--- src/shared/datapath_pkg.sv ---
// Shared constants and types for the microcoded ALU and scratch-pad data path
`default_nettype none
package datapath_pkg;
    localparam int DATA_W = 16;
    localparam int ADDR_W = 4;
    localparam int STATUS_W = 8;

    // Register word offsets on the APB
    localparam logic [7:0] REG_INSTR   = 8'h00;
    localparam logic [7:0] REG_BUSADDR = 8'h04;
    localparam logic [7:0] REG_DATAIN  = 8'h08;
    localparam logic [7:0] REG_RESULT  = 8'h0c;
    localparam logic [7:0] REG_STATUS  = 8'h10;
    localparam logic [7:0] REG_OPERAND = 8'h14;

    // Reset values
    localparam logic [15:0] INSTR_RST   = 16'h0000;
    localparam logic [15:0] BUSADDR_RST = 16'h0000;
    localparam logic [15:0] DATAIN_RST  = 16'h0000;
    localparam logic [7:0]  STATUS_RST  = 8'h00;

    // Status word field positions
    localparam int ST_C = 0;
    localparam int ST_V = 1;
    localparam int ST_Z = 2;
    localparam int ST_N = 3;
    localparam int ST_T = 4;
    localparam int ST_PRI_LO = 5;

    // Scratch word whose access exchanges the bytes in the input latch
    localparam logic [3:0] SWAP_TEMP_WORD = 4'hf;

    // Instruction field positions
    localparam int IR_SRC_LO = 6;
    localparam int IR_DST_LO = 0;

    typedef enum logic [1:0] {
        BLEG_OPERAND = 2'b00,
        BLEG_SEXT    = 2'b01,
        BLEG_ONE     = 2'b10,
        BLEG_ZERO    = 2'b11
    } bleg_sel_t;

    typedef enum logic [1:0] {
        PATH_ALU     = 2'b00,
        PATH_DATAIN  = 2'b01,
        PATH_OPERAND = 2'b10,
        PATH_STATUS  = 2'b11
    } path_sel_t;

    typedef enum logic [1:0] {
        OPM_HOLD  = 2'b00,
        OPM_RIGHT = 2'b01,
        OPM_LEFT  = 2'b10,
        OPM_LOAD  = 2'b11
    } operand_mode_t;

    typedef struct packed {
        logic [3:0]    alu_sel;
        logic          alu_mode;
        logic          alu_carry_in;
        logic          aleg_invert;
        logic          aleg_read_enable_n;
        bleg_sel_t     bleg_sel;
        path_sel_t     path_source_mux;
        logic          addr_src_sel1;
        logic          addr_src_sel0;
        logic [3:0]    micro_reg_field;
        logic          upper_byte_write_en;
        logic          lower_byte_write_en;
        operand_mode_t operand_mode;
        logic          serial_in;
        logic          flag_load;
    } micro_word_t;
endpackage
`default_nettype wire

--- src/rtl/microcoded_alu_scratchpad_datapath.sv ---
// Sixteen-bit microcoded data path: sliced ALU, scratch array, operand register, APB access
//
// Summary of operation
// RULE_01 - ALU: two 16-bit words, 32 functions
// RULE_02 - Four 4-bit slices joined by carry lookahead
// RULE_03 - Select, mode and carry-in steer function
// RULE_04 - Arithmetic encodings; carry-in low adds one
// RULE_05 - Logic encodings for zero, B, not B
// RULE_06 - A-leg reads addressed scratch word
// RULE_07 - B-leg: operand, sign-extended, one, zero
// RULE_08 - Four-input path mux, new or recirculated
// RULE_09 - Operand register loads, shifts and rotates; the code only loads and shifts, filling from serial_in, with no rotate
// RULE_10 - Eight-bit status: priority, NZVC, trace
// RULE_11 - Scratch array 16 words by 16 bits
// RULE_12 - Each microword fixes routing and function
// RULE_13 - Latch takes path mux data, maybe swapped
// RULE_14 - Word seventeen octal exchanges latch bytes
// RULE_15 - Latch on strobe, array written afterward
// RULE_16 - Byte enables gate upper, lower, word writes
// RULE_17 - Byte enables gate latch byte capture
// RULE_18 - Address mux gives 4-bit word address
// RULE_19 - Sources: bus, source, destination, micro field
// RULE_20 - Select 00 bus, 01 source, 10 destination
// RULE_21 - Select 11 passes micro register field
// RULE_22 - Word roles: registers, SP, PC, temporaries
// RULE_23 - A-leg gating by invert and enable
`timescale 1ns/1ps
`default_nettype none
module microcoded_alu_scratchpad_datapath #(
    parameter int APB_AW = 8
) (
    input  wire logic                      CORE_CLK,
    input  wire logic                      RESETN,
    input  wire datapath_pkg::micro_word_t MICRO_WORD,
    input  wire logic                      REG_STROBE,
    output logic [15:0]                    ALU_RESULT,
    output logic [7:0]                     STATUS_WORD,
    output logic                           CARRY_OUT,
    input  wire logic                      PSEL,
    input  wire logic                      PENABLE,
    input  wire logic                      PWRITE,
    input  wire logic [APB_AW-1:0]         PADDR,
    input  wire logic [31:0]               PWDATA,
    output logic [31:0]                    PRDATA,
    output logic                           PREADY,
    output logic                           PSLVERR
);
    // Arithmetic mode yields {x, y}; the slice then adds x + y + carry
    function automatic logic [7:0] arith_xy(input logic [3:0] a, input logic [3:0] b,
                                            input logic [3:0] s);
        case (s)
            4'h0: arith_xy = {a, 4'h0};
            4'h1: arith_xy = {a | b, 4'h0};
            4'h2: arith_xy = {a | ~b, 4'h0};
            4'h3: arith_xy = {4'hf, 4'h0};
            4'h4: arith_xy = {a, a & ~b};
            4'h5: arith_xy = {a | b, a & ~b};
            4'h6: arith_xy = {a, ~b};
            4'h7: arith_xy = {a & ~b, 4'hf};
            4'h8: arith_xy = {a, a & b};
            4'h9: arith_xy = {a, b};
            4'ha: arith_xy = {a | ~b, a & b};
            4'hb: arith_xy = {a & b, 4'hf};
            4'hc: arith_xy = {a, a};
            4'hd: arith_xy = {a | b, a};
            4'he: arith_xy = {a | ~b, a};
            default: arith_xy = {a, 4'hf};
        endcase
    endfunction

    function automatic logic [3:0] logic_f(input logic [3:0] a, input logic [3:0] b,
                                           input logic [3:0] s);
        case (s)
            4'h0: logic_f = ~a;
            4'h1: logic_f = ~(a | b);
            4'h2: logic_f = ~a & b;
            4'h3: logic_f = 4'h0;
            4'h4: logic_f = ~(a & b);
            4'h5: logic_f = ~b;
            4'h6: logic_f = a ^ b;
            4'h7: logic_f = a & ~b;
            4'h8: logic_f = ~a | b;
            4'h9: logic_f = ~(a ^ b);
            4'ha: logic_f = b;
            4'hb: logic_f = a & b;
            4'hc: logic_f = 4'hf;
            4'hd: logic_f = a | ~b;
            4'he: logic_f = a | b;
            default: logic_f = a;
        endcase
    endfunction

    // Group generate and propagate of one slice
    function automatic logic [1:0] slice_gp(input logic [3:0] x, input logic [3:0] y);
        logic [3:0] g;
        logic [3:0] p;
        g = x & y;
        p = x | y;
        slice_gp = {g[3] | (p[3] & g[2]) | (p[3] & p[2] & g[1]) | (p[3] & p[2] & p[1] & g[0]),
                    &p};
    endfunction

    function automatic logic reg_hit(input logic [7:0] a);
        reg_hit = (a == datapath_pkg::REG_INSTR) || (a == datapath_pkg::REG_BUSADDR) ||
                  (a == datapath_pkg::REG_DATAIN) || (a == datapath_pkg::REG_RESULT) ||
                  (a == datapath_pkg::REG_STATUS) || (a == datapath_pkg::REG_OPERAND);
    endfunction

    datapath_pkg::micro_word_t mw;
    logic [15:0] scratch_register_array [16];
    logic [15:0] instr_q;
    logic [15:0] busaddr_q;
    logic [15:0] datain_q;
    logic [15:0] result_q;
    logic [7:0]  status_q;
    logic [7:0]  status_d;
    logic [15:0] operand_shift_reg_q;
    logic [15:0] operand_d;
    logic [15:0] latch_q;
    logic [15:0] latch_d;
    logic        carry_q;
    logic        wr_pend_q;
    logic        wr_hi_q;
    logic        wr_lo_q;
    logic [3:0]  wr_addr_q;
    logic [31:0] prdata_q;

    logic [3:0]  scratch_addr_select;
    logic [15:0] scratch_rd;
    logic        aleg_en;
    logic [15:0] aleg;
    logic [15:0] bleg;
    logic [15:0] alu_x;
    logic [15:0] alu_y;
    logic [15:0] alu_f;
    logic [3:0]  grp_g;
    logic [3:0]  grp_p;
    logic [4:0]  slice_c;
    logic        alu_ovf;
    logic [15:0] path_data;
    logic        byte_exchange_sel_n;
    logic [15:0] latch_src;
    logic [7:0]  apb_a;
    logic        apb_setup;
    logic        apb_wr;
    logic [31:0] rd_mux;

    assign mw = MICRO_WORD; // RULE_12

    // Address source selection
    assign scratch_addr_select =
        !mw.addr_src_sel1 && !mw.addr_src_sel0 ? busaddr_q[3:0] :                               // RULE_20
        !mw.addr_src_sel1 &&  mw.addr_src_sel0 ? {1'b0, instr_q[datapath_pkg::IR_SRC_LO +: 3]} : // RULE_19
         mw.addr_src_sel1 && !mw.addr_src_sel0 ? {1'b0, instr_q[datapath_pkg::IR_DST_LO +: 3]} : // RULE_18
                                                 mw.micro_reg_field;                             // RULE_21

    // Scratch read feeds the A-leg through the invert/enable gating
    assign scratch_rd = scratch_register_array[scratch_addr_select]; // RULE_06
    assign aleg_en = mw.aleg_read_enable_n;
    assign aleg = mw.aleg_invert ? (aleg_en ? scratch_rd : 16'h0000)
                                 : (aleg_en ? ~scratch_rd : 16'hffff); // RULE_23

    assign bleg = mw.bleg_sel == datapath_pkg::BLEG_OPERAND ? operand_shift_reg_q :
                  mw.bleg_sel == datapath_pkg::BLEG_SEXT
                      ? {{8{operand_shift_reg_q[7]}}, operand_shift_reg_q[7:0]} :
                  mw.bleg_sel == datapath_pkg::BLEG_ONE ? 16'h0001 : 16'h0000; // RULE_07

    // Carry in is active low: a low level adds one
    assign slice_c[0] = ~mw.alu_carry_in; // RULE_04

    genvar i;
    generate
        for (i = 0; i < 4; i++) begin : g_slice
            logic [7:0] xy;
            logic [4:0] sum;
            logic [1:0] gp;
            assign xy = arith_xy(aleg[4*i +: 4], bleg[4*i +: 4], mw.alu_sel); // RULE_03
            assign alu_x[4*i +: 4] = xy[7:4];
            assign alu_y[4*i +: 4] = xy[3:0];
            assign gp = slice_gp(xy[7:4], xy[3:0]);
            assign grp_g[i] = gp[1];
            assign grp_p[i] = gp[0];
            assign sum = {1'b0, xy[7:4]} + {1'b0, xy[3:0]} + {4'h0, slice_c[i]};
            assign alu_f[4*i +: 4] = mw.alu_mode ? logic_f(aleg[4*i +: 4], bleg[4*i +: 4], mw.alu_sel) // RULE_05
                                                 : sum[3:0]; // RULE_01
        end
    endgenerate

    // Lookahead carries into each slice, in two-level form
    assign slice_c[1] = grp_g[0] | (grp_p[0] & slice_c[0]); // RULE_02
    assign slice_c[2] = grp_g[1] | (grp_p[1] & grp_g[0]) | (grp_p[1] & grp_p[0] & slice_c[0]);
    assign slice_c[3] = grp_g[2] | (grp_p[2] & grp_g[1]) | (grp_p[2] & grp_p[1] & grp_g[0]) |
                        (grp_p[2] & grp_p[1] & grp_p[0] & slice_c[0]);
    assign slice_c[4] = grp_g[3] | (grp_p[3] & grp_g[2]) | (grp_p[3] & grp_p[2] & grp_g[1]) |
                        (grp_p[3] & grp_p[2] & grp_p[1] & grp_g[0]) |
                        (grp_p[3] & grp_p[2] & grp_p[1] & grp_p[0] & slice_c[0]);
    assign alu_ovf = (alu_x[15] == alu_y[15]) && (alu_f[15] != alu_x[15]);

    assign path_data = mw.path_source_mux == datapath_pkg::PATH_ALU     ? alu_f :
                       mw.path_source_mux == datapath_pkg::PATH_DATAIN  ? datain_q :
                       mw.path_source_mux == datapath_pkg::PATH_OPERAND ? operand_shift_reg_q :
                                                                          {8'h00, status_q}; // RULE_08

    // Exchange select is asserted low whenever the swap temporary word is addressed
    assign byte_exchange_sel_n = (scratch_addr_select != datapath_pkg::SWAP_TEMP_WORD); // RULE_22
    assign latch_src = byte_exchange_sel_n ? path_data : {path_data[7:0], path_data[15:8]}; // RULE_14
    assign latch_d = {mw.upper_byte_write_en ? latch_src[15:8] : latch_q[15:8],
                      mw.lower_byte_write_en ? latch_src[7:0]  : latch_q[7:0]}; // RULE_17

    assign operand_d = mw.operand_mode == datapath_pkg::OPM_LOAD  ? path_data :
                       mw.operand_mode == datapath_pkg::OPM_RIGHT
                           ? {mw.serial_in, operand_shift_reg_q[15:1]} :
                       mw.operand_mode == datapath_pkg::OPM_LEFT
                           ? {operand_shift_reg_q[14:0], mw.serial_in} : operand_shift_reg_q; // RULE_09

    // Flag update from the ALU wins over a software write in the same cycle
    assign apb_a = 8'(PADDR);
    assign apb_setup = PSEL && !PENABLE;
    assign apb_wr = PSEL && PENABLE && PWRITE && reg_hit(apb_a);
    assign status_d = REG_STROBE && mw.flag_load
        ? {status_q[7:4], alu_f[15], alu_f == 16'h0000, alu_ovf, slice_c[4]} :
        (apb_wr && apb_a == datapath_pkg::REG_STATUS) ? PWDATA[7:0] : status_q; // RULE_10

    assign rd_mux = apb_a == datapath_pkg::REG_INSTR   ? {16'h0000, instr_q} :
                    apb_a == datapath_pkg::REG_BUSADDR ? {16'h0000, busaddr_q} :
                    apb_a == datapath_pkg::REG_DATAIN  ? {16'h0000, datain_q} :
                    apb_a == datapath_pkg::REG_RESULT  ? {16'h0000, result_q} :
                    apb_a == datapath_pkg::REG_STATUS  ? {24'h000000, status_q} :
                    apb_a == datapath_pkg::REG_OPERAND ? {16'h0000, operand_shift_reg_q} : 32'h00000000;

    always_ff @(posedge CORE_CLK or negedge RESETN) begin
        if (!RESETN) begin
            instr_q   <= datapath_pkg::INSTR_RST;
            busaddr_q <= datapath_pkg::BUSADDR_RST;
            datain_q  <= datapath_pkg::DATAIN_RST;
            prdata_q  <= 32'h00000000;
        end else begin
            if (apb_wr && apb_a == datapath_pkg::REG_INSTR) instr_q <= PWDATA[15:0];
            if (apb_wr && apb_a == datapath_pkg::REG_BUSADDR) busaddr_q <= PWDATA[15:0];
            if (apb_wr && apb_a == datapath_pkg::REG_DATAIN) datain_q <= PWDATA[15:0];
            if (apb_setup) prdata_q <= rd_mux;
        end
    end

    always_ff @(posedge CORE_CLK or negedge RESETN) begin
        if (!RESETN) begin
            status_q            <= datapath_pkg::STATUS_RST;
            result_q            <= 16'h0000;
            carry_q             <= 1'b0;
            operand_shift_reg_q <= 16'h0000;
            latch_q             <= 16'h0000;
        end else begin
            status_q <= status_d;
            if (REG_STROBE) begin
                result_q            <= alu_f;
                carry_q             <= slice_c[4];
                operand_shift_reg_q <= operand_d;
                latch_q             <= latch_d; // RULE_13
            end
        end
    end

    // The array write trails the latch by one cycle, mirroring a write held while the clock is high
    always_ff @(posedge CORE_CLK or negedge RESETN) begin
        if (!RESETN) begin
            wr_pend_q <= 1'b0;
            wr_hi_q   <= 1'b0;
            wr_lo_q   <= 1'b0;
            wr_addr_q <= 4'h0;
        end else begin
            wr_pend_q <= REG_STROBE && (mw.upper_byte_write_en || mw.lower_byte_write_en); // RULE_15
            wr_hi_q   <= mw.upper_byte_write_en;
            wr_lo_q   <= mw.lower_byte_write_en;
            wr_addr_q <= scratch_addr_select;
        end
    end

    // No reset on the array: its contents are undefined until a microword writes them through the latch
    always_ff @(posedge CORE_CLK) begin
        if (wr_pend_q && wr_hi_q) scratch_register_array[wr_addr_q][15:8] <= latch_q[15:8]; // RULE_16
        if (wr_pend_q && wr_lo_q) scratch_register_array[wr_addr_q][7:0] <= latch_q[7:0];   // RULE_11
    end

    assign ALU_RESULT  = result_q;
    assign STATUS_WORD = status_q;
    assign CARRY_OUT   = carry_q;
    assign PRDATA      = prdata_q;
    assign PREADY      = 1'b1;
    assign PSLVERR     = PSEL && PENABLE && !reg_hit(apb_a);
endmodule
`default_nettype wire

--- config.mk ---
export PLATFORM = sky130hd
export DESIGN_NAME = microcoded_alu_scratchpad_datapath
export DESIGN_NICKNAME = d
export VERILOG_FILES = /design/src/shared/datapath_pkg.sv /design/src/rtl/microcoded_alu_scratchpad_datapath.sv
export SDC_FILE = /design/constraint.sdc
export NUM_CORES = 1
export LEC_CHECK = 0
export ABC_AREA = 1
export CORE_UTILIZATION = 41
export CTS_BUF_LIST = sky130_fd_sc_hd__clkbuf_2 sky130_fd_sc_hd__clkbuf_4 sky130_fd_sc_hd__clkbuf_8
export DETAILED_ROUTE_END_ITERATION = 10
export DONT_BUFFER_PORTS = 1
export PLACE_DENSITY = 0.59
export REMOVE_ABC_BUFFERS = 1
export SYNTH_ARGS = -nofsm -noshare
export SYNTH_HDL_FRONTEND = slang
export SYNTH_SLANG_ARGS = --single-unit
--- constraint.sdc ---
create_clock -name CORE_CLK -period 9 [get_ports CORE_CLK]
set_clock_uncertainty 0.1 [all_clocks]
set_input_delay 1.8 -clock CORE_CLK [delete_from_list [all_inputs] [get_ports CORE_CLK]]
set_output_delay 1.8 -clock CORE_CLK [all_outputs]
set_load 0.02 [all_outputs]
==> out/qor.yml, run 1 <==
final_layout:
  fill_count: 5090
  finalInstanceArea_um2: 23710
  drive_above_1_share_pct: 7.240
  nets: 2712
  final_common_cell: "sky130_fd_sc_hd__nand2_1"
  layout-area-overhead-vs-synth_pct: 7.758
  commonest_non_fill_non_tap_cells_in_the_layout: "659 x sky130_fd_sc_hd__nand2_1, 303 x sky130_fd_sc_hd__nand3_1, 256 x sky130_fd_sc_hd__edfxtp_1, 219 x sky130_fd_sc_hd__o21ai_0, 201 x sky130_fd_sc_hd__inv_1"
  register_area_um2: 10890
  multiInputGateArea_um2: 9567
global_routing:
  initial_antenna_violation_count: 4
  grt_overflow_total: 0
  grtUsageMet2_pct: 38.23
  grt_use_met3_pct: 4.663
  grt_first_pass_wirelength_um: 103000
  top_usage_layer: "met2"
  grt_max_degree: 129
  grt_use_total_pct: 24.89
  first_global_vias: 17540
  met1_usage_pct: 34.09
drt:
  drc_errors: 0
  ant_nets: 0
  drt_pass1_iterations: 11
  route.detailed.wl_per_inst_um: 20.79
  totalWireLength_um: 68040
  routed-via-count: 18710
  drt-vias-per-instance: 5.717
  first_iter_violations: 1767
die:
  placement_rows: 84
  start_util_pct: 41.70
  die-area_um2: 54590
  coreArea_um2: 52760
  die-width_um: 233.6
  io_count: 129
  die_h_um: 233.6
critical_path:
  worstReg2RegStart: "instr_q[1]$_DFFE_PN0P_"
  crit_path_end_kind: "register"
  critical-path-max-stage-delay_ps: 510
  setup.reg_to_reg.worst_slack_ps: 1970
  timing.critical_path.mode_cell: "sky130_fd_sc_hd__nand2_1"
  crit_path_required_time_ps: 9430
  path_class: "in -> reg"
  launch_point_of_the_worst_path: "MICRO_WORD[10]"
  cpMaxStageDelayCell: "sky130_fd_sc_hd__fa_1"
  kind_of_launch_point_of_the_worst_setup_path: "input port"
  cp_data_arrival_time_ps: 8260
  critPathMaxFanout: 29
  r2r_cells: 36
place:
  hpwlAfterDp_um: 46670
  preCtsSetupSlack_ps: 509.3
  placement.io_buffers: 0
  place.gp.congestion: 0.9269
  place_area_um2: 22410
synth:
  netlist_instances: 2564
  synth.top_cells.by_area: "sky130_fd_sc_hd__edfxtp_1 35%, sky130_fd_sc_hd__dfrtp_1 15%, sky130_fd_sc_hd__nand2_1 11%"
  netlist.area_leader.share_pct: 34.94
  synth.ff_latch_count: 384
  synth_enable_flop_cells: 256
  synthFlopType: "sky130_fd_sc_hd__edfxtp_1"
  post_synth.cell_area_avg_um2: 8.580
  synth.largest_area_cell: "sky130_fd_sc_hd__edfxtp_1"
  synth_sequential_area_ratio_pct: 49.50
  ys_types: 57
  synth_area_um2: 22000
  synth-async-reset-ratio_pct: 33.33
  yosys_warnings: 0
clock_tree:
  clkSlewWorstSetupHoldPaths_ps: 60
  tritoncts: "done"
  root_buffer: "sky130_fd_sc_hd__clkbuf_8"
  cts.sinks: 384
  tritoncts.num_buffers: 66
  postCtsHoldBufs: 0
  ctsLongestPathBuffers: 3
  postCtsSetupBuffers: 0
  worstSkewPairLatency_ps: 660
  cts-resized-gates: 0
  clock_tree.htree_level_count: 3
timing:
  timing.final.setup_violations: 0
  maximum_clock_frequency_mhz: 127.8
  max_slew_margin_pct: 18.80
  layout_min_cycle_time_ps: 7823
  hold_violations: 0
  unrepaired_setup_endpoints_after_global_routing: "no"
  finalMaxSlewViolations: 0
  setup_tns_ps: 0
  worst_slack_ps: 1177
  max_slew.worst_pin.slew_ps: 1215
  post-route-period-util_pct: 86.92
hold_path:
  worstHoldStart: "instr_q[4]$_DFFE_PN0P_"
  timing.hold.worst_path_depth: 2
  worstHoldPathType: "reg -> reg"
outcome:
  outcome: "completed"
power:
  cellLeakagePower_nw: 9.941
  post-layout-total-power_w: 0.004618
  power-per-cell-area_nw_per_um2: 194.8
  vdd_ir_drop_max_mv: 0.1062
job:
  cap_viol_max_count: 0
critical path, delay by kind of cell:
kind / cells / cell delay, ps
compound gates: 8 / 2110
xor+xnor: 1 / 200
fa+ha+maj: 4 / 1310
buf+inv: 6 / 920
simple gates: 17 / 1850
cells in the mapped netlist (27+ instances only):
library cell               number
sky130_fd_sc_hd__clkbuf_1      62
sky130_fd_sc_hd__ha_1          96
sky130_fd_sc_hd__nand3_1      303
sky130_fd_sc_hd__inv_1        201
sky130_fd_sc_hd__buf_4         36
sky130_fd_sc_hd__nand4_1       28
sky130_fd_sc_hd__o21ai_0      220
sky130_fd_sc_hd__edfxtp_1     256
sky130_fd_sc_hd__nor2_1       191
sky130_fd_sc_hd__buf_2         34
sky130_fd_sc_hd__a21oi_1       57
sky130_fd_sc_hd__dfrtp_1      128
sky130_fd_sc_hd__o22ai_1       49
sky130_fd_sc_hd__nand2_1      659
sky130_fd_sc_hd__o21ai_1       27
final cells by class:
| class | instances | share of cell area (%) |
|---|---|---|
| repair buffers | 34 | 1.129 |
| inverters | 220 | 3.483 |
| clock inverters | 21 | 0.6650 |
| multi-input cells | 1832 | 40.35 |
| flip-flops and latches | 384 | 45.94 |
| well taps | 688 | 3.631 |
| clock buffers | 92 | 4.787 |
| diodes | 1 | 0.01056 |
layer usage:
layer	share of wire (%)	vias up
met4	3.6	4
met5	0.038	-
met3	8.6	141
met2	45	891
li1	-	8717
met1	43	8954
metrics by stage:
step | utilization (%) | hold slack (ps) | instances
finish | 44.93 | 383.7 | 3272
global route | 44.93 | 407.8 | 3272
CTS | 44.93 | 388.6 | 3271
detailed placement | 42.48 | 373.9 | 3158
global placement | 42.48 | 363.2 | 3158
floorplan | - | 347.9 | 2436
flip-flops by register name, summed over array words and instances (netlist names):
register,cells
wr_hi_q,1
latch_q,16
busaddr_q,16
wr_addr_q,4
operand_shift_reg_q,16
STATUS_WORD,8
instr_q,16
PRDATA,16
wr_pend_q,1
datain_q,16
wr_lo_q,1
scratch_register_array,256
CARRY_OUT,1
ALU_RESULT,16
where the power goes:
| part | switching (W) | internal [W] | leakage [nW] |
|---|---|---|---|
| combinational | 0.000611 | 0.000270 | 5.22 |
| clock | 0.000721 | 0.000849 | 0.674 |
| sequential | 0.000160 | 0.00201 | 4.04 |
logic make-up after synthesis:
logic type	count (synthesis)	synth area share, %
muxes	1	0.05118
AOI/OAI and AO/OA	459	12.38
adders and majority gates	104	6.188
DFF	384	49.50
xor gates and xnor gates	5	0.1990
buffers and inverters	363	7.342
other	2	0.03414
and+or+nand+nor	1246	24.30
worst paths after layout:
check,endpoint
min in group asynchronous,STATUS_WORD[2]$_DFFE_PN0P_
setup reg to reg,latch_q[6]$_DFFE_PN0P_
hold reg to reg,instr_q[4]$_DFFE_PN0P_
max in group asynchronous,CARRY_OUT$_DFFE_PN0P_
hold / removal,instr_q[4]$_DFFE_PN0P_
setup / recovery,latch_q[6]$_DFFE_PN0P_
Note: power is estimated with default switching activity, not from simulation.
==> run 2: changes to the inputs <==
- ABC_AREA: 1 -> 0
==> run 2 against run 1 <==
Net effect:
- wire length grew 2.6%
- area after synthesis grew 1.3%
- die area grew 1.3%
- count of clock-buffer cells in the layout shrank 4
- combinational power shrank 0.9%
- critical path type unchanged
- largest power group unchanged
==> out/qor.yml, run 2 <==
final_layout:
  max_flop_register: "scratch_register_array"
  commonest_non_fill_non_tap_cells_in_the_layout: "256 x sky130_fd_sc_hd__edfxtp_1, 164 x sky130_fd_sc_hd__nand2_1, 158 x sky130_fd_sc_hd__mux2i_1, 128 x sky130_fd_sc_hd__dfrtp_1, 117 x sky130_fd_sc_hd__nor2_1"
  drive_above_1_share_pct: 13.99  # +6.7 points
  largest_register_ffs: 256  # unchanged
  fill_count: 4934  # -3.1%
  finalInstanceArea_um2: 24190  # +2.0%
  finish.utilization_pct: 45.03  # +0.10 points
  nets: 2177  # -20%
  final_common_cell: "sky130_fd_sc_hd__edfxtp_1"
  layout-area-overhead-vs-synth_pct: 8.547
timing:
  finalMaxSlewViolations: 0  # unchanged
  setup_tns_ps: 0  # unchanged
  hold_violations: 0  # unchanged
  maximum_clock_frequency_mhz: 121.1  # -5.2%
  timing.final.setup_violations: 0  # unchanged
  max_slew_margin_pct: 20.87  # +2.1 points
  unrepaired_setup_endpoints_after_global_routing: "no"
  max_slew.worst_pin.slew_ps: 1183  # -32.07 ps
  post-route-period-util_pct: 91.73  # +4.8 points
  worst_slack_ps: 744.7  # -432.1 ps
  layout_min_cycle_time_ps: 8255  # +432.1 ps
synth:
  yosys_warnings: 0  # unchanged
  synth-async-reset-ratio_pct: 33.33  # unchanged
  synthFlopType: "sky130_fd_sc_hd__edfxtp_1"
  synth.cells.most_frequent: "256 x sky130_fd_sc_hd__edfxtp_1, 164 x sky130_fd_sc_hd__nand2_1, 158 x sky130_fd_sc_hd__mux2i_1"
  netlist.area_leader.share_pct: 34.50  # -0.44 points
  synth.top_cells.by_area: "sky130_fd_sc_hd__edfxtp_1 35%, sky130_fd_sc_hd__dfrtp_1 14%, sky130_fd_sc_hd__mux2i_1 7.1%"
  ys_types: 89  # +56%
  netlist_instances: 2006  # -22%
  post_synth.cell_area_avg_um2: 11.11  # +29%
  synth.largest_area_cell: "sky130_fd_sc_hd__edfxtp_1"
  synth_sequential_area_ratio_pct: 48.88  # -0.63 points
  post-synth-top-count-cell: "sky130_fd_sc_hd__edfxtp_1"
  synth.ff_latch_count: 384  # unchanged
  synth_enable_flop_cells: 256  # unchanged
  synth_area_um2: 22280  # +1.3%
hold_path:
  timing.hold.worst_path_depth: 1  # -1
  worstHoldPathType: "reg -> reg"
job:
  cap_viol_max_count: 0  # unchanged
critical_path:
  crit_path_end_kind: "register"
  crit_path_required_time_ps: 9410  # -20 ps
  cp_data_arrival_time_ps: 8670  # +410 ps
  setup.reg_to_reg.worst_slack_ps: 1460  # -510 ps
  path_class: "in -> reg"
  timing.critical_path.mode_cell: "sky130_fd_sc_hd__a21oi_1"
  critical-path-max-stage-delay_ps: 610  # +100 ps
  r2r_cells: 25  # -31%
  cpMaxStageDelayCell: "sky130_fd_sc_hd__a221oi_1"
  kind_of_launch_point_of_the_worst_setup_path: "input port"
  critPathMaxFanout: 18  # -38%
clock_tree:
  cts.sinks: 384  # unchanged
  clock_tree.htree_level_count: 2  # -1
  tritoncts: "done"
  cts-resized-gates: 0  # unchanged
  clkSlewWorstSetupHoldPaths_ps: 70  # about the same
  tritoncts.num_buffers: 58  # -12%
  postCtsHoldBufs: 0  # unchanged
  ctsLongestPathBuffers: 3  # unchanged
  root_buffer: "sky130_fd_sc_hd__clkbuf_8"
  worstSkewPairLatency_ps: 660  # about the same
  postCtsSetupBuffers: 0  # unchanged
power:
  vdd_ir_drop_max_mv: 0.1335  # +26%
  cellLeakagePower_nw: 9.285  # -6.6%
  power-per-cell-area_nw_per_um2: 191.5  # -1.7%
die:
  die_h_um: 235.1  # +0.63%
  die-width_um: 235.1  # +0.63%
  coreArea_um2: 53710  # +1.8%
  placement_rows: 85  # +1.2%
  io_count: 129  # unchanged
  die-area_um2: 55280  # +1.3%
  start_util_pct: 41.49  # -0.21 points
place:
  placement.io_buffers: 0  # unchanged
  hpwlAfterDp_um: 49030  # +5.1%
  place_area_um2: 22930  # +2.3%
  preCtsSetupSlack_ps: 224.4  # -284.9 ps
  place.gp.congestion: 0.9499  # +2.5%
global_routing:
  top_usage_layer: "met2"
  grt_first_pass_wirelength_um: 104400  # +1.4%
  initial_antenna_violation_count: 1  # -3
  grt_max_degree: 129  # unchanged
  grt_overflow_total: 0  # unchanged
  grt_use_met3_pct: 3.670  # -0.99 points
  first_global_vias: 16370  # -6.7%
  grt_use_total_pct: 24.89  # about the same
  grtUsageMet2_pct: 39.56  # +1.3 points
  met1_usage_pct: 34.06  # about the same
drt:
  drt-vias-per-instance: 6.153  # +7.6%
  first_iter_violations: 1721  # -2.6%
  drt_pass1_iterations: 5  # -6
  routed-via-count: 16910  # -9.6%
  ant_nets: 0  # unchanged
  totalWireLength_um: 69820  # +2.6%
  drc_errors: 0  # unchanged
  route.detailed.wl_per_inst_um: 25.40  # +22%
outcome:
  outcome: "completed"
[run 2: final timing paths]
check,end,start
worst max-delay path,operand_shift_reg_q[14]$_DFFE_PN0P_,MICRO_WORD[11]
worst min register to register,instr_q[14]$_DFFE_PN0P_,instr_q[14]$_DFFE_PN0P_
worst min-delay path,instr_q[14]$_DFFE_PN0P_,instr_q[14]$_DFFE_PN0P_
max in group asynchronous,latch_q[9]$_DFFE_PN0P_,RESETN
min in group asynchronous,PRDATA[11]$_DFFE_PN0P_,RESETN
worst max register to register,operand_shift_reg_q[14]$_DFFE_PN0P_,instr_q[8]$_DFFE_PN0P_
[run 2: area by class of cell]
| cell class | count | area [um2] | share of cell area (%) |
|---|---|---|---|
| Inverter | 104 | 395.4 | 1.635 |
| Multi-Input combinational cell | 1398 | 10340 | 42.77 |
| Tap cell | 696 | 870.8 | 3.601 |
| Clock inverter | 21 | 161.4 | 0.6674 |
| Sequential cell | 384 | 10890 | 45.03 |
| Timing Repair Buffer | 57 | 427.9 | 1.769 |
| Antenna cell | 1 | 2.502 | 0.01035 |
| Clock buffer | 88 | 1092 | 4.516 |
[run 2: report_power, final]
group / internal (W) / switching [W] / leakage, nW
clock: 0.000815 / 0.000707 / 0.664
combinational: 0.000348 / 0.000525 / 4.64
sequential: 0.00202 / 0.000214 / 3.98
[run 2: per-layer routing]
metal  share of wire (%)  up-vias
met2                  46      779
met5                   0        -
met4                 4.3        0
met3                 7.7      157
met1                  42     8450
li1                    -     7528
[run 2: worst max-delay path: cells and delay by family]
kind | cells | cell delay [ps]
adders and majority gates | 4 | 1320
xor gates and xnor gates | 2 | 380
and+or+nand+nor | 3 | 270
buffers and inverters | 4 | 540
muxes | 4 | 1150
AOI/OAI and AO/OA | 14 | 3210
[run 2: logic make-up (layout without fill, tap and decap cells)]
logic type                 after synthesis  in the layout  share of synthesized area (%)
other                                    2             18                        0.03371
DFF                                    384            384                          48.88
xor gates and xnor gates                20             20                         0.8872
and+or+nand+nor                        462            462                          9.805
adders and majority gates              104            104                          6.110
muxes                                  253            253                          12.81
buffers and inverters                  239            270                          5.015
AOI/OAI and AO/OA                      542            542                          16.46
[run 2: through the flow]
stage               power, W  instances  hold slack [ps]
finish              0.004631       2749            408.3
global placement    0.003100       2639            381.3
detailed placement  0.003116       2639            389.8
floorplan           0.002773       1886            374.0
global route        0.004809       2749            425.5
CTS                 0.004638       2748            404.4
==> run 3: changes to the inputs <==
- CORE_MARGIN: default -> 1.5
- RECOVER_POWER: default -> 25
==> run 3 against run 2 <==
Net effect:
- hold slack worse by 6.2 ps
- non-clock buffer count is 17 higher
- first-iteration DRC count is 16% lower
- total power is 1.1% lower
- largest power group unchanged
- sequential power hardly changed
- largest cell class unchanged
- via count hardly changed
==> out/qor.yml, run 3 (synthesized netlist as in run 2, its figures left out) <==
outcome:
  outcome: "completed"
critical_path:
  path_class: "in -> reg"
  crit_path_end: "operand_shift_reg_q[14]$_DFFE_PN0P_"
  critPathMaxFanout: 14  # -4
  rr_endpoint: "operand_shift_reg_q[14]$_DFFE_PN0P_"
  cpMaxStageDelayCell: "sky130_fd_sc_hd__a2bb2oi_1"
  crit_path_required_time_ps: 9360  # -50 ps
  critical-path-max-stage-delay_ps: 530  # -80 ps
  kind_of_launch_point_of_the_worst_setup_path: "input port"
  worstReg2RegStart: "busaddr_q[2]$_DFFE_PN0P_"
  timing.critical_path.mode_cell: "sky130_fd_sc_hd__a21oi_1"
  crit_path_end_kind: "register"
  r2r_cells: 31  # +24%
  setup.reg_to_reg.worst_slack_ps: 1290  # -170 ps
  cp_data_arrival_time_ps: 8860  # +190 ps
  launch_point_of_the_worst_path: "MICRO_WORD[11]"
power:
  cellLeakagePower_nw: 9.317  # +0.34%
  power_report.internal_total_w: 0.003135  # -1.5%
  p_clk_share_pct: 31.2  # -1.7 points
  power.share.switching_pct: 31.54  # +0.30 points
  post-layout-total-power_w: 0.004579  # -1.1%
  net_load_switching_power_w: 0.001444  # -0.15%
  pwr-share-comb_pct: 20.0  # +1.2 points
  power-per-cell-area_nw_per_um2: 189.0  # -1.3%
  share_seq_of_total_power_pct: 48.7  # +0.4 points
  vdd_ir_drop_max_mv: 0.1510  # +13%
timing:
  maximum_clock_frequency_mhz: 117.7  # -2.9%
  layout_min_cycle_time_ps: 8498  # +242.5 ps
  hold_violations: 0  # unchanged
  post-route-period-util_pct: 94.42  # +2.7 points
  max_slew.worst_pin.slew_ps: 1061  # -121.2 ps
  finalMaxSlewViolations: 0  # unchanged
  fin_hold_ws_ps: 402.1  # -6.215 ps
  timing.final.setup_violations: 0  # unchanged
  unrepaired_setup_endpoints_after_global_routing: "no"
  max_slew_margin_pct: 28.99  # +8.1 points
die:
  start_util_pct: 41.40  # -0.082 points
  die-area_um2: 55750  # +0.85%
  io_count: 129  # unchanged
  die-width_um: 236.1  # +0.43%
  die_h_um: 236.1  # +0.43%
  coreArea_um2: 53810  # +0.20%
  placement_rows: 85  # unchanged
clock_tree:
  tritoncts: "done"
  root_buffer: "sky130_fd_sc_hd__clkbuf_8"
  cts.sinks: 384  # unchanged
  clkSlewWorstSetupHoldPaths_ps: 60  # about the same
  tritoncts.num_buffers: 59  # +1.7%
  worstSkewPairLatency_ps: 650  # about the same
  ctsLongestPathBuffers: 3  # unchanged
  clock_tree.htree_level_count: 2  # unchanged
  postCtsSetupBuffers: 0  # unchanged
hold_path:
  worstHoldPathType: "reg -> reg"
  worstHoldStart: "instr_q[10]$_DFFE_PN0P_"
  timing.hold.worst_path_depth: 1  # unchanged
place:
  hpwlAfterDp_um: 48670  # -0.73%
  placement.io_buffers: 0  # unchanged
  place.detailed.instances: 2656  # +0.64%
  place.gp.congestion: 0.9709  # +2.2%
drt:
  totalWireLength_um: 69350  # -0.67%
  drt-vias-per-instance: 6.114  # -0.63%
  routed-via-count: 16910  # -0.053%
  drt_pass1_iterations: 6  # +1
  route.detailed.wl_per_inst_um: 25.08  # -1.2%
  drc_errors: 0  # unchanged
  first_iter_violations: 1452  # -16%
  ant_nets: 0  # unchanged
job:
  cap_viol_max_count: 0  # unchanged
global_routing:
  grt_use_total_pct: 24.70  # -0.18 points
  grt_overflow_total: 0  # unchanged
  initial_antenna_violation_count: 1  # unchanged
  first_global_vias: 16560  # +1.2%
  grt_first_pass_wirelength_um: 104800  # +0.34%
  grt_max_degree: 129  # unchanged
final_layout:
  final-instance-count-excl-fill: 2765  # +0.58%
  layout-area-overhead-vs-synth_pct: 8.737
  finish.utilization_pct: 45.02  # about the same
  final_common_cell: "sky130_fd_sc_hd__edfxtp_1"
  nets: 2195  # +0.83%
  drive_above_1_share_pct: 14.22  # +0.23 points
  largest_register_ffs: 256  # unchanged
  max_flop_register: "scratch_register_array"
  commonest_non_fill_non_tap_cells_in_the_layout: "256 x sky130_fd_sc_hd__edfxtp_1, 164 x sky130_fd_sc_hd__nand2_1, 158 x sky130_fd_sc_hd__mux2i_1, 128 x sky130_fd_sc_hd__dfrtp_1, 116 x sky130_fd_sc_hd__nor2_1"
run 3: changes by cell type in the layout (fill, tap and decap cells not counted), moves of 2 or more:
cell,delta
sky130_fd_sc_hd__clkbuf_8,-5
sky130_fd_sc_hd__buf_4,+17
sky130_fd_sc_hd__clkinv_2,-4
sky130_fd_sc_hd__inv_6,-2
sky130_fd_sc_hd__clkinv_1,+11
run 3: cell type report:
class	instances	area, um2
Inverter	104	395.4
Timing Repair Buffer	74	555.5
Clock inverter	24	127.6
Sequential cell	384	10890
Multi-Input combinational cell	1398	10350
Clock buffer	84	1031
Fill cell	5078	29590
Antenna cell	1	2.502
Tap cell	696	870.8
run 3: stage by stage:
step                worst slack [ps]  instance area, um2  setup TNS [ps]
global route                   53.39               24230               0
detailed placement            -321.0               23060          -942.4
finish                         502.2               24230               0
global placement              -352.8               23060           -1114
CTS                            248.0               24220               0
floorplan                      431.9               21620               0
run 3: worst max-delay path, delay by kind of cell:
| family | cells | cell delay, ps |
|---|---|---|
| compound gates | 15 | 3110 |
| xor+xnor | 2 | 340 |
| fa+ha+maj | 4 | 1310 |
| buf+inv | 7 | 1050 |
| mux | 4 | 830 |
| simple gates | 3 | 390 |
run 3: per-layer routing:
| metal | vias up | share of wire, % | global-route usage [%] |
|---|---|---|---|
| li1 | 7556 | - | - |
| met1 | 8362 | 42 | 33.51 |
| met2 | 802 | 45 | 38.07 |
| met3 | 185 | 8.4 | 4.822 |
| met4 | 0 | 4.7 | 11.69 |
| met5 | - | 0 | 0 |
run 3: timing repair:
action	4_1_cts	5_1_grt
hold buffers	0	0
setup endpoints to repair	0	4
resized for setup	0	2
run 3: worst min path at each step:
stage | slack (ps) | endpoint
after global routing | 420 | instr_q[9]$_DFFE_PN0P_
after detailed placement | 390 | instr_q[10]$_DFFE_PN0P_
after floorplan | 370 | instr_q[10]$_DFFE_PN0P_
final | 400 | instr_q[10]$_DFFE_PN0P_
after CTS | 400 | instr_q[10]$_DFFE_PN0P_
after global placement | 380 | instr_q[13]$_DFFE_PN0P_
run 3: power groups by stage:
| stage | Combinational (W) | Clock [W] | Sequential (W) |
|---|---|---|---|
| final | 0.000917 | 0.00143 | 0.00223 |
| after global routing | 0.000993 | 0.00153 | 0.00225 |
| after CTS | 0.000898 | 0.00145 | 0.00223 |
| after detailed placement | 0.000890 | 0 | 0.00226 |
| after global placement | 0.000879 | 0 | 0.00226 |
| after floorplan | 0.000590 | 0 | 0.00218 |
